`config.mk`:
```
export PLATFORM = sky130hd
export DESIGN_NAME = esc_stat_counters
export DESIGN_NICKNAME = d
export VERILOG_FILES = /design/src/design/esc_pkg.sv /design/src/design/esc_event_decode.sv /design/src/design/esc_counter.sv /design/src/design/esc_stat_counters.sv
export SDC_FILE = /design/constraint.sdc
export NUM_CORES = 1
export LEC_CHECK = 0
export BUFFER_PORTS_ARGS = -buffer_cell sky130_fd_sc_hd__buf_2
export CAP_MARGIN = 15
export CORE_MARGIN = 5
export CORE_UTILIZATION = 35
export DETAILED_ROUTE_END_ITERATION = 7
export PLACE_DENSITY_LB_ADDON = 0.1
export SLEW_MARGIN = 20
export SYNTH_ARGS = -nofsm -noshare
export SYNTH_HDL_FRONTEND = slang
export SYNTH_SLANG_ARGS = --single-unit
```
`constraint.sdc`:
```
create_clock -name clk_i -period 4.9 [get_ports clk_i]
set_clock_uncertainty 0.05 [all_clocks]
set_input_delay 0.49 -clock clk_i [delete_from_list [all_inputs] [get_ports clk_i]]
set_output_delay 0.49 -clock clk_i [all_outputs]
set_load 0.1 [all_outputs]
```
`src/design/esc_pkg.sv`:
```
// Package with register map, field layout and sizes of the statistics counter block
package esc_pkg;

  // ****************************************************************
  // Sizes
  // ****************************************************************
  localparam int unsigned ADDR_W  = 8;   // Byte address width
  localparam int unsigned DATA_W  = 32;  // Bus data width
  localparam int unsigned CNT_W   = 16;  // Counter width
  localparam int unsigned NUM_CNT = 6;   // Number of counters
  localparam int unsigned COLL_W  = 4;   // Collision count width

  // ****************************************************************
  // Register offsets (byte addresses)
  // ****************************************************************
  localparam logic [ADDR_W-1:0] OFF_RX_DROP   = 8'h00;  // rx_overflow_drop_count
  localparam logic [ADDR_W-1:0] OFF_TX_OK     = 8'h04;  // tx_frames_ok_count
  localparam logic [ADDR_W-1:0] OFF_SCOL      = 8'h08;  // single_collision_frame_count
  localparam logic [ADDR_W-1:0] OFF_MCOL      = 8'h0C;  // multi_collision_frame_count
  localparam logic [ADDR_W-1:0] OFF_RX_OK     = 8'h10;  // rx_frames_ok_count
  localparam logic [ADDR_W-1:0] OFF_FCS_ERR   = 8'h14;  // rx_fcs_error_count
  localparam logic [ADDR_W-1:0] OFF_IRQ_STAT  = 8'h18;  // interrupt_request_reg
  localparam logic [ADDR_W-1:0] OFF_IRQ_MASK  = 8'h1C;  // Interrupt mask

  // ****************************************************************
  // Event bit positions (counter index and status bit)
  // ****************************************************************
  localparam int unsigned EV_RX_DROP = 0;  // Also rx_fifo_overflow_flag
  localparam int unsigned EV_TX_OK   = 1;
  localparam int unsigned EV_SCOL    = 2;
  localparam int unsigned EV_MCOL    = 3;
  localparam int unsigned EV_RX_OK   = 4;
  localparam int unsigned EV_FCS_ERR = 5;

  // ****************************************************************
  // Reset values
  // ****************************************************************
  localparam logic [CNT_W-1:0]   RST_CNT  = 16'h0000;
  localparam logic [NUM_CNT-1:0] RST_STAT = 6'h00;
  localparam logic [NUM_CNT-1:0] RST_MASK = 6'h00;

endpackage

```
`src/design/esc_event_decode.sv`:
```
// Turns MAC transmit and receive status into one-cycle counting events
`timescale 1ns/100ps
`default_nettype none
module esc_event_decode
  import esc_pkg::*;
#(
  parameter int unsigned CW = COLL_W  // Collision count width
) (
  // Clock and reset
  input  wire logic               clk_i,
  input  wire logic               rst_n_i,
  // Transmit status
  input  wire logic               tx_done_i,
  input  wire logic               tx_ok_i,
  input  wire logic [CW-1:0]      tx_coll_i,
  // Receive status
  input  wire logic               rx_done_i,
  input  wire logic               rx_accept_i,
  input  wire logic               rx_overrun_i,
  input  wire logic               rx_fcs_err_i,
  input  wire logic [2:0]         rx_len_bits_i,
  // Events
  output logic [NUM_CNT-1:0]      ev_o
);

  logic [NUM_CNT-1:0] ev_next;  // Combined events
  logic               tx_good;  // Frame sent
  logic               rx_whole; // Length in whole bytes

  // ****************************************************************
  // Event decode
  // ****************************************************************
  always_comb begin
    tx_good  = tx_done_i & tx_ok_i;
    rx_whole = (rx_len_bits_i == 3'h0);
    ev_next  = '0;
    ev_next[EV_RX_DROP] = rx_done_i & rx_accept_i & rx_overrun_i;
    ev_next[EV_TX_OK]   = tx_good;
    ev_next[EV_SCOL]    = tx_good & (tx_coll_i == CW'(1));
    ev_next[EV_MCOL]    = tx_good & (tx_coll_i > CW'(1));
    ev_next[EV_RX_OK]   = rx_done_i & rx_accept_i & ~rx_overrun_i & ~rx_fcs_err_i;
    ev_next[EV_FCS_ERR] = rx_done_i & rx_fcs_err_i & rx_whole;
  end

  // Registered pulses
  always_ff @(posedge clk_i or negedge rst_n_i) begin
    if (!rst_n_i) begin
      ev_o <= '0;
    end else begin
      ev_o <= ev_next;
    end
  end

endmodule
`default_nettype wire

```
`src/design/esc_counter.sv`:
```
// One clear-on-read statistics counter with debug write
`timescale 1ns/100ps
`default_nettype none
module esc_counter
  import esc_pkg::*;
#(
  parameter int unsigned W = CNT_W  // Counter width
) (
  // Clock and reset
  input  wire logic          clk_i,
  input  wire logic          rst_n_i,
  // Control
  input  wire logic          inc_i,
  input  wire logic          clr_i,
  input  wire logic          wr_i,
  input  wire logic [W-1:0]  wr_data_i,
  // Count
  output logic [W-1:0]       count_o
);

  // ****************************************************************
  // Counter
  // ****************************************************************
  always_ff @(posedge clk_i or negedge rst_n_i) begin
    if (!rst_n_i) begin
      count_o <= W'(RST_CNT);
    end else if (wr_i) begin
      // Debug write
      count_o <= wr_data_i;
    end else if (inc_i && clr_i) begin
      count_o <= W'(1);
    end else if (inc_i) begin
      count_o <= count_o + W'(1);
    end else if (clr_i) begin
      count_o <= '0;
    end
  end

endmodule
`default_nettype wire

```
`src/design/esc_stat_counters.sv`:
```
// Top of the Ethernet frame statistics counter bank
//
// Functional notes
// - Count accepted frames dropped on overrun
// - Overrun drop also sets overflow flag
// - Count successfully transmitted frames
// - Count frames sent after one collision
// - Count frames sent after several collisions
// - Count successfully received frames
// - No receive count on FCS/alignment error
// - FCS count only for whole-byte frames
// - Read clears counter unless bytes 0/1 off
// - Bits 31 to 16 read zero
// - Alignment errors kept out of FCS count
//
// Design decisions made here: the register offsets and the plain strobed port.
`timescale 1ns/100ps
`default_nettype none
module esc_stat_counters (
  // Clock and reset
  input  wire logic                         clk_i,
  input  wire logic                         arst_n_i,
  // Register port
  input  wire logic [esc_pkg::ADDR_W-1:0]   addr_i,
  input  wire logic [esc_pkg::DATA_W-1:0]   wdata_i,
  input  wire logic [3:0]                   be_i,
  input  wire logic                         wr_i,
  input  wire logic                         rd_i,
  output logic [esc_pkg::DATA_W-1:0]        rdata_o,
  // Transmit status
  input  wire logic                         tx_done_i,
  input  wire logic                         tx_ok_i,
  input  wire logic [esc_pkg::COLL_W-1:0]   tx_coll_i,
  // Receive status
  input  wire logic                         rx_done_i,
  input  wire logic                         rx_accept_i,
  input  wire logic                         rx_overrun_i,
  input  wire logic                         rx_fcs_err_i,
  input  wire logic [2:0]                   rx_len_bits_i,
  // Interrupt
  output logic                              irq_o
);
  import esc_pkg::*;

  // ****************************************************************
  // Declarations
  // ****************************************************************
  logic [1:0]            rst_sync_reg;  // Reset release chain
  logic                  rst_n;         // Synchronised reset
  logic [NUM_CNT-1:0]    ev;            // Counting events
  logic [NUM_CNT-1:0]    cnt_clr;       // Clear-on-read strobes
  logic [NUM_CNT-1:0]    cnt_wr;        // Debug write strobes
  logic [CNT_W-1:0]      count [NUM_CNT];  // Counter values
  logic [NUM_CNT-1:0]    irq_stat_reg;  // Sticky event flags
  logic [NUM_CNT-1:0]    irq_stat_next; // Next flags
  logic [NUM_CNT-1:0]    irq_mask_reg;  // Interrupt enables
  logic [DATA_W-1:0]     rdata_next;    // Read mux
  logic                  low_be;        // Byte 0 or 1 enabled
  logic [CNT_W-1:0]      wr_val;        // Write data for counters
  int                    sel;           // Decoded counter index

  // Counter index of an address, or -1 when not a counter
  function automatic int cnt_index(input logic [ADDR_W-1:0] a);
    int idx;
    idx = -1;
    for (int i = 0; i < NUM_CNT; i++) begin
      if (a == ADDR_W'(OFF_RX_DROP + 4 * i)) begin
        idx = i;
      end
    end
    return idx;
  endfunction

  // ****************************************************************
  // Reset synchroniser
  // ****************************************************************
  always_ff @(posedge clk_i or negedge arst_n_i) begin
    if (!arst_n_i) begin
      rst_sync_reg <= 2'h0;
    end else begin
      rst_sync_reg <= {rst_sync_reg[0], 1'b1};
    end
  end
  assign rst_n = rst_sync_reg[1];

  // ****************************************************************
  // Event decode
  // ****************************************************************
  esc_event_decode #(
    .CW (COLL_W)
  ) u_decode (
    .clk_i         (clk_i),
    .rst_n_i       (rst_n),
    .tx_done_i     (tx_done_i),
    .tx_ok_i       (tx_ok_i),
    .tx_coll_i     (tx_coll_i),
    .rx_done_i     (rx_done_i),
    .rx_accept_i   (rx_accept_i),
    .rx_overrun_i  (rx_overrun_i),
    .rx_fcs_err_i  (rx_fcs_err_i),
    .rx_len_bits_i (rx_len_bits_i),
    .ev_o          (ev)
  );

  // ****************************************************************
  // Access decode
  // ****************************************************************
  always_comb begin
    sel     = cnt_index(addr_i);
    low_be  = be_i[0] | be_i[1];
    wr_val  = wdata_i[CNT_W-1:0];
    cnt_clr = '0;
    cnt_wr  = '0;
    if (sel >= 0) begin
      cnt_clr[sel] = rd_i & low_be;
      cnt_wr[sel]  = wr_i;
    end
  end

  // ****************************************************************
  // Counter bank
  // ****************************************************************
  for (genvar g = 0; g < NUM_CNT; g++) begin : g_cnt
    esc_counter #(
      .W (CNT_W)
    ) u_cnt (
      .clk_i     (clk_i),
      .rst_n_i   (rst_n),
      .inc_i     (ev[g]),
      .clr_i     (cnt_clr[g]),
      .wr_i      (cnt_wr[g]),
      .wr_data_i (wr_val),
      .count_o   (count[g])
    );
  end

  // ****************************************************************
  // Interrupt status and mask
  // ****************************************************************
  always_comb begin
    irq_stat_next = irq_stat_reg;
    if (wr_i && addr_i == OFF_IRQ_STAT) begin
      // Write one to clear
      irq_stat_next = irq_stat_next & ~wdata_i[NUM_CNT-1:0];
    end
    // events set flags, set beats clear
    irq_stat_next = irq_stat_next | ev;
  end

  // Status flags
  always_ff @(posedge clk_i or negedge rst_n) begin
    if (!rst_n) begin
      irq_stat_reg <= RST_STAT;
    end else begin
      irq_stat_reg <= irq_stat_next;
    end
  end

  // Mask register
  always_ff @(posedge clk_i or negedge rst_n) begin
    if (!rst_n) begin
      irq_mask_reg <= RST_MASK;
    end else if (wr_i && addr_i == OFF_IRQ_MASK) begin
      irq_mask_reg <= wdata_i[NUM_CNT-1:0];
    end
  end

  // Interrupt line from flags already set
  always_ff @(posedge clk_i or negedge rst_n) begin
    if (!rst_n) begin
      irq_o <= 1'b0;
    end else begin
      irq_o <= |(irq_stat_reg & irq_mask_reg);
    end
  end

  // ****************************************************************
  // Read data
  // ****************************************************************
  always_comb begin
    rdata_next = '0;
    if (rd_i) begin
      if (sel >= 0) begin
        rdata_next = DATA_W'(count[sel]);
      end else if (addr_i == OFF_IRQ_STAT) begin
        rdata_next = DATA_W'(irq_stat_reg);
      end else if (addr_i == OFF_IRQ_MASK) begin
        rdata_next = DATA_W'(irq_mask_reg);
      end
    end
  end

  // Read data stands one cycle
  always_ff @(posedge clk_i or negedge rst_n) begin
    if (!rst_n) begin
      rdata_o <= '0;
    end else begin
      rdata_o <= rdata_next;
    end
  end

  // ****************************************************************
  // Assertions
  // ****************************************************************
  // drop counter advances
  property p_drop_inc;
    @(posedge clk_i) disable iff (!rst_n)
      (ev[EV_RX_DROP] && !cnt_clr[EV_RX_DROP] && !cnt_wr[EV_RX_DROP])
      |=> count[EV_RX_DROP] == $past(count[EV_RX_DROP]) + 16'h0001;
  endproperty
  a_drop_inc: assert property (p_drop_inc) else $error("drop count not advanced");

  property p_ovf_flag;
    @(posedge clk_i) disable iff (!rst_n)
      (ev[EV_RX_DROP] && irq_mask_reg[EV_RX_DROP])
      |=> irq_stat_reg[EV_RX_DROP] ##1 irq_o;
  endproperty
  a_ovf_flag: assert property (p_ovf_flag) else $error("overflow flag or irq missing");

  // transmit success raises its event one cycle on
  property p_tx_ok;
    @(posedge clk_i) disable iff (!rst_n)
      (tx_done_i && tx_ok_i) |=> ev[EV_TX_OK];
  endproperty
  a_tx_ok: assert property (p_tx_ok) else $error("tx ok event missing");

  property p_scol;
    @(posedge clk_i) disable iff (!rst_n)
      (tx_done_i && tx_ok_i) |=> (ev[EV_SCOL] == ($past(tx_coll_i) == 4'h1));
  endproperty
  a_scol: assert property (p_scol) else $error("single collision decode wrong");

  property p_mcol;
    @(posedge clk_i) disable iff (!rst_n)
      (tx_done_i && tx_ok_i) |=> (ev[EV_MCOL] == ($past(tx_coll_i) > 4'h1));
  endproperty
  a_mcol: assert property (p_mcol) else $error("multi collision decode wrong");

  property p_rx_ok;
    @(posedge clk_i) disable iff (!rst_n)
      (rx_done_i && rx_accept_i && !rx_overrun_i && !rx_fcs_err_i) |=> ev[EV_RX_OK];
  endproperty
  a_rx_ok: assert property (p_rx_ok) else $error("rx ok event missing");

  property p_rx_err;
    @(posedge clk_i) disable iff (!rst_n)
      (rx_done_i && rx_fcs_err_i) |=> !ev[EV_RX_OK];
  endproperty
  a_rx_err: assert property (p_rx_err) else $error("errored frame counted good");

  property p_fcs;
    @(posedge clk_i) disable iff (!rst_n)
      (rx_done_i && rx_fcs_err_i && rx_len_bits_i == 3'h0) |=> ev[EV_FCS_ERR];
  endproperty
  a_fcs: assert property (p_fcs) else $error("fcs event missing");

  // alignment error not counted as FCS
  property p_align;
    @(posedge clk_i) disable iff (!rst_n)
      (rx_done_i && rx_len_bits_i != 3'h0) |=> !ev[EV_FCS_ERR];
  endproperty
  a_align: assert property (p_align) else $error("alignment error counted as fcs");

  property p_rd_clr;
    @(posedge clk_i) disable iff (!rst_n)
      (cnt_clr[EV_RX_OK] && !ev[EV_RX_OK]) |=> count[EV_RX_OK] == 16'h0000;
  endproperty
  a_rd_clr: assert property (p_rd_clr) else $error("read did not clear");

  property p_upper;
    @(posedge clk_i) disable iff (!rst_n)
      rd_i |=> rdata_o[31:16] == 16'h0000;
  endproperty
  a_upper: assert property (p_upper) else $error("upper bits not zero");

  // event during clearing read leaves one
  property p_keep;
    @(posedge clk_i) disable iff (!rst_n)
      (cnt_clr[EV_TX_OK] && ev[EV_TX_OK] && !cnt_wr[EV_TX_OK]) |=> count[EV_TX_OK] == 16'h0001;
  endproperty
  a_keep: assert property (p_keep) else $error("event lost on clear");

  // Main scenarios
  property p_cov_read;
    @(posedge clk_i) disable iff (!rst_n) (rd_i && sel >= 0 && count[sel] != 16'h0000);
  endproperty
  c_cov_read: cover property (p_cov_read);

  property p_cov_keep;
    @(posedge clk_i) disable iff (!rst_n) (|(cnt_clr & ev));
  endproperty
  c_cov_keep: cover property (p_cov_keep);

  property p_cov_irq;
    @(posedge clk_i) disable iff (!rst_n) $rose(irq_o);
  endproperty
  c_cov_irq: cover property (p_cov_irq);

endmodule
`default_nettype wire

```
Word level (Yosys, flattened, before mapping):

Cells that the tools add are included.

* flip-flop bits (word level): 149
* input bits: 61
* output and inout port bits: 33

* add/subtract/negate cells: 6
* order comparisons: 5
* equal/unequal tests: 8
* muxes and demuxes: 42
* bitwise logic cells: 20
* reduce and logical (&&, ||, !) cells: 18

Operator list (number)
* two-way mux 16 bit: 28
* two-way mux 32 bit: 6
* adder 16 x 1 -> 16 bit, second input constant: 6
* greater-or-equal comparator 32 x 1 -> 1 bit, second input constant: 2
* binary-select mux 16 bit (select 3 bit): 1
* equality test 8 x 5 -> 1 bit, second input constant: 4
* greater-or-equal comparator 32 x 4 -> 1 bit, second input constant: 1
* < comparator 32 x 5 -> 1 bit, second input constant: 1
* inverter 32 bit: 1
* two-way mux 6 bit: 5
* bitwise AND 6 bit: 4
* nonzero test 4 bit: 6
* equality test 8 x 4 -> 1 bit, second input constant: 2
* bitwise AND 1 bit: 10
* logical AND 1 bit: 9
* equality test 8 x 3 -> 1 bit, second input constant: 1
* logical NOT 8 bit: 1
* inverter 6 bit: 1
* OR 6 bit: 1
* OR reduction 6 bit: 1
* equality test 4 x 1 -> 1 bit, second input constant: 1
* > comparator 4 x 1 -> 1 bit, second input constant: 1
* demux 1 bit (select 3 bit): 1
* logical NOT 3 bit: 1
* 3 further kinds: 4

Logic depth before layout (Yosys ltp):

Gate-level depths: netlist (run 1).

* word-level depth: 17
* mapped depth: 8

Cells and area by module:

Synthesis (run 1) repeated with hierarchy kept, for this count alone.

* cell total of the unflattened synthesis: 857
* area, all modules: 8310.5 sq um

Modules (own cells, without submodules)
* esc_counter (g_cnt[0].u_cnt ...): instances 5, cells each 107, area an instance 973.4 sq um, seq. area each 400.4 sq um
* esc_stat_counters: instances 1, cells each 198, area an instance 2257.2 sq um, seq. area each 775.7 sq um
* esc_counter (g_cnt[3].u_cnt): instances 1, cells each 109, area an instance 982.2 sq um, seq. area each 400.4 sq um
* esc_event_decode: instances 1, cells each 15, area an instance 203.9 sq um, seq. area each 150.1 sq um

Worst setup path before layout (run 1):

OpenSTA, ideal clock, no wires.

* path type: in2reg
* start: input port addr_i[1] in the netlist's numbering
* end: register g_cnt[3].u_cnt.count_o[9]
* setup time: 121 ps
* arrival: 1932 ps
* required time: 4729 ps
* setup slack: 2797 ps
* stages: 6
* path buffers: 3
* cell sequence: or4_1 -> buf_2 -> a2111o_1 -> buf_6 -> buf_2 -> a22o_1

* longest elaborated chain between the ends: 16
* elaborated cells between the ends (all ways): 26
* those cells by class: 3 x order compare; 5 x eq/ne; 12 x mux; 2 x bitwise; 4 x reduce/logical

RTL lines
* start, declared: RTL line esc_stat_counters.sv:24 `input wire logic [esc_pkg::ADDR_W-1:0] addr_i,`
* logical NOT 8 bit: RTL line esc_stat_counters.sv:67 `if (a == ADDR_W'(OFF_RX_DROP + 4 * i)) begin`
* two-way mux 32 bit (5 in series): RTL line esc_stat_counters.sv:67
* two-way mux 32 bit (*): RTL line esc_stat_counters.sv:67
* greater-or-equal comparator 32 x 1 -> 1 bit / < comparator 32 x 5 -> 1 bit (equally long branches): RTL line esc_stat_counters.sv:114, esc_stat_counters.sv:115, esc_stat_counters.sv:116
* logical AND 1 bit (not written as such): RTL line esc_stat_counters.sv:115, esc_stat_counters.sv:116
* two-way mux 1 bit (not written as such): RTL line esc_stat_counters.sv:115, esc_stat_counters.sv:116
* demux 1 bit (select 3 bit): RTL line esc_stat_counters.sv:115, esc_stat_counters.sv:116
* bitwise AND 6 bit (no source line)
* two-way mux 6 bit: RTL line esc_stat_counters.sv:114 `if (sel >= 0) begin`
* logical AND 1 bit: RTL line esc_counter.sv:30 `end else if (inc_i && clr_i) begin`
* two-way mux 16 bit: RTL line esc_counter.sv:30
* two-way mux 16 bit: RTL line esc_counter.sv:27 `end else if (wr_i) begin`
* end signal, assigned: RTL line esc_counter.sv:26 `count_o <= W'(RST_CNT);`
* end signal, assigned: RTL line esc_counter.sv:29 `count_o <= wr_data_i;`
* end signal, assigned: RTL line esc_counter.sv:33 `count_o <= count_o + W'(1);`
* end, declared: RTL line esc_counter.sv:18 `output logic [W-1:0] count_o`

Mark *: on every way between the ends. The rest lies on a longest branch, timed or not.
A chain may end at the register's enable or synchronous reset.

Final worst setup path (run 1):

* start: input port addr_i[3] in the netlist's numbering
* end: register g_cnt[3].u_cnt.count_o[15]

The elaborated chain is that of the path after synthesis.

==> results of run 1 <==
final timing paths:
kind	start	to
worst max-delay path	addr_i[3]	g_cnt[3].u_cnt.count_o[15]
worst min-delay path	rx_len_bits_i[1]	u_decode.ev_o[5]
worst max register to register	u_decode.ev_o[3]	g_cnt[3].u_cnt.count_o[11]
worst min register to register	rst_sync_reg[0]	rst_sync_reg[1]
max in group asynchronous	rst_sync_reg[1]	rdata_o[10]
min in group asynchronous	arst_n_i	rst_sync_reg[0]
layout by cell type, fill, tap and decap left out, types with 5 or more instances in the layout:
master / count
inv_1: 12
a31oi_1: 9
conb_1: 17
or2_2: 5
mux2i_1: 27
ha_1: 6
nand2_1: 105
buf_4: 12
a22o_1: 10
o22ai_1: 17
and4_1: 8
mux4_2: 16
a21oi_1: 64
nor2_1: 105
nor3_1: 16
nand3_1: 73
o22a_1: 7
clkinvlp_4: 6
nor4_1: 12
a21o_1: 8
a22oi_1: 5
o21a_1: 11
o21ai_0: 54
clkinv_2: 5
mux2_2: 8
xnor2_1: 18
nand4_1: 20
dfrtp_1: 132
clkbuf_16: 17
and3_1: 13
buf_2: 59
xor2_1: 16
repair_timing:
| item | CTS | global route |
|---|---|---|
| setup buffers | 0 | 0 |
| endpoints found under the hold margin | 2 | 0 |
| hold buffers | 1 | 0 |
| setup endpoints to repair | 0 | 0 |
routing by layer:
| layer | vias to the layer above | GRT usage |
|---|---|---|
| met3 | 61 | 0.0626 |
| met1 | 3788 | 0.342 |
| met4 | 2 | 0.0817 |
| met5 | - | 0 |
| li1 | 3507 | - |
| met2 | 341 | 0.341 |
cell type report:
type | instances | share of cell area
tap | 319 | 0.0424
clock inverter | 13 | 0.0116
inverter | 12 | 0.00479
multi-input combinational | 739 | 0.495
timing repair buffer | 73 | 0.0441
sequential | 133 | 0.354
clock buffer | 19 | 0.0481
power breakdown:
part	internal [W]	switching [W]	leakage, nW	total, W
Sequential	0.00121	0.000234	1.67	0.00144
Clock	0.000719	0.000528	0.263	0.00125
Combinational	0.000218	0.000355	1.77	0.000573
kinds of logic (layout without fill, tap and decap cells):
kind of cell | Yosys count | in the layout | synth area share
and+or+nand+nor | 387 | 387 | 0.222
xor gates and xnor gates | 34 | 34 | 0.0357
DFF | 133 | 133 | 0.399
adders and majority gates | 6 | 6 | 0.00900
muxes | 51 | 51 | 0.0864
other | 2 | 17 | 0.000900
AOI/OAI and AO/OA | 244 | 244 | 0.197
buffers and inverters | 79 | 117 | 0.0495
per-stage QoR:
| step | hold slack (ns) | total power, W | worst slack, ns | area (um2) | instances |
|---|---|---|---|---|---|
| 5_1_grt | 0.157 | 0.00341 | 2.13 | 9410 | 1308 |
| 4_1_cts | 0.145 | 0.00327 | 2.34 | 9410 | 1308 |
| 2_1_floorplan | 0.144 | 0.00179 | 0.870 | 8400 | 951 |
| 6_report | 0.155 | 0.00326 | 2.30 | 9410 | 1308 |
| 3_5_place_dp | 0.228 | 0.00202 | 1.90 | 8840 | 1275 |
| 3_3_place_gp | 0.228 | 0.00202 | 1.88 | 8840 | 1275 |
==> out/results.txt, run 1 <==
Status = finished clean
Count of TritonRoute iterations in the first routing pass = 5
Asr flop ratio synth = 1.00
Peak VDD IR = 0.177 mV
Routed wl met3 = 2830 um
Fmax = 0.385 GHz
Distinct cells, synth = 76
Yosys Warn Count = 0
Detailed-route vias per instance = 5.89
Max reg flops = 96
Leading area contributor after synthesis = dfrtp_1
Max-cap violations = 0
Initial core utilization = 0.355
CTS H-Tree Depth = 4
Register Area = 3330 um2
Multi-input gate area = 4660 um2
Util after Layout = 0.401
Fill count = 2399
Pwr dens = 347 nW/um2
Worst Setup Start Kind = input port
Worst slew margin = 0.390
Post-synth top flop = dfrtp_1
IO Pins = 94
CTS tree = built
Final ANT Viol Nets = 0
Residual overflow from global routing = 0
CTS Sinks = 133
Clock transition at the registers of the reported paths = 0.06 ns
Worst-margin pin slew = 0.915 ns
DRC viols = 0
Vias in the first global route = 7368
GPL Wtd Cong = 0.899
CTS max path bufs = 2
Hold crit path type = in2reg
Die X = 164 um
Ranking of synthesized cells by area = dfrtp_1 40%, nand2_1 4.7%, nor2_1 4.7%
Root Buffer = clkbuf_16
Leakage = 3.70 nW
Critical Path AT = 2.91 ns
Num CTS Buffers = 17
CP Max Fanout = 39
Routed len/inst = 23.9 um
Final setup viols = 0
Chip height = 164 um
Port Buffer Count = 59
Clock Latency Late Sink = 0.43 ns
CP peak stage delay = 0.75 ns
Largest net degree at the start of global routing = 74
Die ar. = 27000 um2
Post-synth EDFFs = 0
WP depth = 6
Iter 0 DRT Violations = 800
DP HPWL = 22300 um
Type of the worst setup path = in2reg
Drt total wl = 31300 um
Site Rows = 56
DR vias = 7699
Reg-to-reg slack, setup = 2.65 ns
Crit path buf inv count = 1
Largest regs = g_cnt.u_cnt.count_o x96, rdata_o x16
Slowest cell on crit path = a2111o_1
Post-synth top area share = 0.399
Initial antenna violation count = 1
Worst path cell trace = buf_2, nand2_1, a2111o_1, nand2_2, o22ai_1, a21oi_1
Max Used Layer = met5
Period utilization = 0.530
Final hold vios = 0
All-Layer GR Usage = 0.236
Worst path top cell family by delay = compound AO/OA/AOI/OAI gates
Post-Syn Area = 8340 um2
Most common library cells after synthesis = 133 x dfrtp_1, 105 x nand2_1, 105 x nor2_1, 73 x nand3_1, 64 x a21oi_1
Syn_area_per_cell = 8.91 um2
M1 WL = 14000 um
Tmin final = 2.60 ns
Syn Inst Count = 936
TNS Setup = 0 ns
Synthesis-stage register bit count = 133
Max-slew violation count = 0
RSZ-0062 raised after global routing = no
Nature of the critical path endpoint = flop
Nets = 1043
Resized cells post-CTS = 0
First-pass GRT wire length = 47300 um
Seq/Total Area, Yosys = 0.399
Core Region = 23500 um2
Largest Register = g_cnt.u_cnt.count_o
# diodes = 0
CP Data Required Time = 5.21 ns
Syn-to-layout area delta = 12.8%
Share of cells above drive strength 1 = 0.159
Met2 Routed Length = 13400 um
WHS Path Cells = 2
R2R cell count = 4
Most common cell in the netlist = dfrtp_1
No activity file was read; power rests on OpenSTA's default activity.
==> run 2, diff against run 1 <==
Settings changed: ABC_AREA from default to 1.
Clock period 4.9 ns to 2.5 ns, I/O delays scaled along.
==> run 2 against run 1 <==
Against the previous run:
- worst hold slack worse by 0.13 ns
- combinational power up 130%
- critical path depth is 2 higher
- critical path type is now reg2reg
- design area increased by 9.5%
- routed wire length increased by 7.4%
- register-to-register slack lost 2.0 ns
- non-clock buffer count is 18 higher
==> out/results.txt, run 2 <==
DR vias = 8974 (+17%)
Syn-to-layout area delta = 15.4%
Die X = 170 um (+3.2%)
Worst-margin pin slew = 0.672 ns (-0.242 ns)
CP Data Required Time = 2.77 ns (-2.44 ns)
CTS max path bufs = 2 (unchanged)
Most frequent cells in the layout = 375 x nand2_1, 163 x nand3_1, 140 x inv_1, 132 x dfrtp_1, 111 x nor2_1
Post-Syn Area = 8920 um2 (+7.0%)
Site Rows = 58 (+3.6%)
CP Max Fanout = 4 (-90%)
DRC viols = 0 (unchanged)
Final Hold Slack = 0.0244 ns (-0.131 ns)
Final hold vios = 0 (unchanged)
Most common cell in the netlist = nand2_1
Worst Setup Start Kind = flop
Largest regs = g_cnt.u_cnt.count_o x96, rdata_o x16
Post-CTS setup buffer count = 0 (unchanged)
Largest net degree at the start of global routing = 42 (-43%)
Port Buffer Count = 59 (unchanged)
Status = finished clean
All-Layer GR Usage = 0.235 (-0.00132)
Resized cells post-CTS = 0 (unchanged)
Root Buffer = clkbuf_16
Post-synth top area share = 0.373 (-0.0261)
Count of TritonRoute iterations in the first routing pass = 5 (unchanged)
Post-synth EDFFs = 0 (unchanged)
Residual overflow from global routing = 0 (unchanged)
Post-Layout Inst Area = 10300 um2 (+9.5%)
Max reg flops = 96 (unchanged)
Die ar. = 28800 um2 (+6.6%)
Max-slew violation count = 0 (unchanged)
First-pass GRT wire length = 51200 um (+8.3%)
Synth Area in Simple Gates = 0.390 (+0.167)
Most common library cells after synthesis = 375 x nand2_1, 163 x nand3_1, 140 x inv_1, 133 x dfrtp_1, 111 x nor2_1
IO Pins = 94 (unchanged)
Leading area contributor after synthesis = dfrtp_1
Worst slew margin = 0.550 (+0.160)
Type of the worst setup path = reg2reg
Hold crit path type = in2reg
Critical Path AT = 2.13 ns (-0.78 ns)
Syn_area_per_cell = 6.91 um2 (-22%)
Post-DP Area = 9630 um2 (+8.9%)
Final setup viols = 0 (unchanged)
Nets = 1437 (+38%)
M2 GR Usage = 0.374 (+0.0333)
Ranking of synthesized cells by area = dfrtp_1 37%, nand2_1 16%, nand3_1 9.1%
Yosys Warn Count = 0 (unchanged)
Fill count = 2648 (+10%)
R2R cell count = 8 (+4)
GRT Max-Usage Layer = met2
Distinct cells, synth = 48 (-37%)
Peak VDD IR = 0.418 mV (+140%)
Core Region = 25200 um2 (+7.3%)
Period utilization = 0.745
Pre-CTS WS = 0.294 ns (-1.60 ns)
Commonest non-fill, non-tap cell in the layout = nand2_1
RSZ-0062 raised after global routing = no
Adder-cell share of the synthesized area = 0.00841 (-0.000588)
Tmin final = 1.86 ns
Clock Latency Late Sink = 0.43 ns (about the same)
Seq/Total Area, Yosys = 0.373 (-0.0261)
Largest family of logic cells by synthesized area = simple AND/OR/NAND/NOR gates
Xor and xnor area share after synthesis = 0.0275 (-0.00822)
Share of cells above drive strength 1 = 0.114 (-0.0451)
Initial antenna violation count = 0 (-1)
Routed len/inst = 19.6 um (-18%)
CTS tree = built
Detailed-route vias per instance = 5.24 (-11%)
Max-cap violations = 0 (unchanged)
DP HPWL = 25500 um (+15%)
Mux cell area share after synthesis = 0 (-0.0864)
Vias in the first global route = 8534 (+16%)
Nature of the critical path endpoint = flop
CTS H-Tree Depth = 4 (unchanged)
CTS Sinks = 133 (unchanged)
Chip height = 170 um (+3.2%)
Initial core utilization = 0.354 (-0.000967)
GR Util met3 = 0.0368 (-0.0258)
Fin cells = 1713 (+31%)
Global routing met1 resource utilization = 0.318 (-0.0233)
Leakage = 4.74 nW (+28%)
Final ANT Viol Nets = 0 (unchanged)
TNS Setup = 0 ns (unchanged)
Syn Inst Count = 1292 (+38%)
Num CTS Buffers = 17 (unchanged)
Iter 0 DRT Violations = 914 (+14%)
Synthesis-stage register bit count = 133 (unchanged)
Post-synth top flop = dfrtp_1
Asr flop ratio synth = 1.00 (unchanged)
Clock transition at the registers of the reported paths = 0.06 ns (about the same)
Largest Register = g_cnt.u_cnt.count_o
Pwr dens = 659 nW/um2 (+90%)
GPL Wtd Cong = 0.945 (+5.1%)
Drt total wl = 33600 um (+7.4%)
Post-synthesis compound-gate area fraction = 0.106 (-0.0911)
WHS Path Cells = 4 (+2)
Inst Count DP = 1674 (+31%)
Setup ws final = 0.638 ns (-1.66 ns)
Fmax = 0.537 GHz
[run 2: kinds of logic after synthesis]
kind of cell	after synthesis
and+or+nand+nor	771
buffers and inverters	198
AOI/OAI and AO/OA	154
DFF	133
xor gates and xnor gates	28
adders and majority gates	6
other	2
[run 2: final timing paths]
check	from	to	slack (ns)
worst max register to register	g_cnt[2].u_cnt.count_o[1]	g_cnt[2].u_cnt.count_o[12]	0.64
min in group asynchronous	arst_n_i	rst_sync_reg[1]	0.07
worst min register to register	rst_sync_reg[1]	g_cnt[0].u_cnt.count_o[9]	0.30
worst min-delay path	tx_coll_i[1]	u_decode.ev_o[2]	0.02
max in group asynchronous	rst_sync_reg[1]	g_cnt[1].u_cnt.count_o[4]	1.43
worst max-delay path	g_cnt[2].u_cnt.count_o[1]	g_cnt[2].u_cnt.count_o[12]	0.64
[run 2: metrics by stage]
step	util	total power, W
after CTS	0.409	0.00683
after detailed placement	0.382	0.00416
after global routing	0.409	0.00711
after floorplan	-	0.00368
after global placement	0.382	0.00415
final	0.409	0.00679
[run 2: where the power goes]
group          internal (W)  switching (W)  total, W
Sequential          0.00244       0.000396   0.00284
Combinational      0.000417       0.000889   0.00131
Clock               0.00164        0.00101   0.00265
Total               0.00450        0.00229   0.00679
[run 2: final cells by class]
cell class	instances	area, um2	area share
multi-input cells	976	4810	0.467
flip-flops and latches	133	3330	0.323
repair buffers	91	578	0.0561
inverters	151	568	0.0551
clock buffers	22	474	0.0460
well taps	330	413	0.0401
clock inverters	9	126	0.0123
diodes	1	2.50	0.000243
[run 2: layer usage]
metal  part of all wire  vias up
met1               0.44     4190
met5                  0        -
li1                   -     4411
met2               0.46      314
met4              0.037        0
met3              0.060       59
[run 2: critical path, cell delays in order (launching register included)]
cell	delay (ns)
dfrtp_1	0.43
ha_1	0.20
nand3_1	0.13
nor2_1	0.25
nand3_1	0.19
nor2_1	0.23
nand3_1	0.10
nand4_1	0.10
nand3_1	0.07
[run 2: what timing repair did]
| item | 4_1_cts | 5_1_grt |
|---|---|---|
| hold endpoints to repair | 5 | 0 |
| hold buffers | 7 | 0 |
| endpoints found under the setup margin | 0 | 0 |
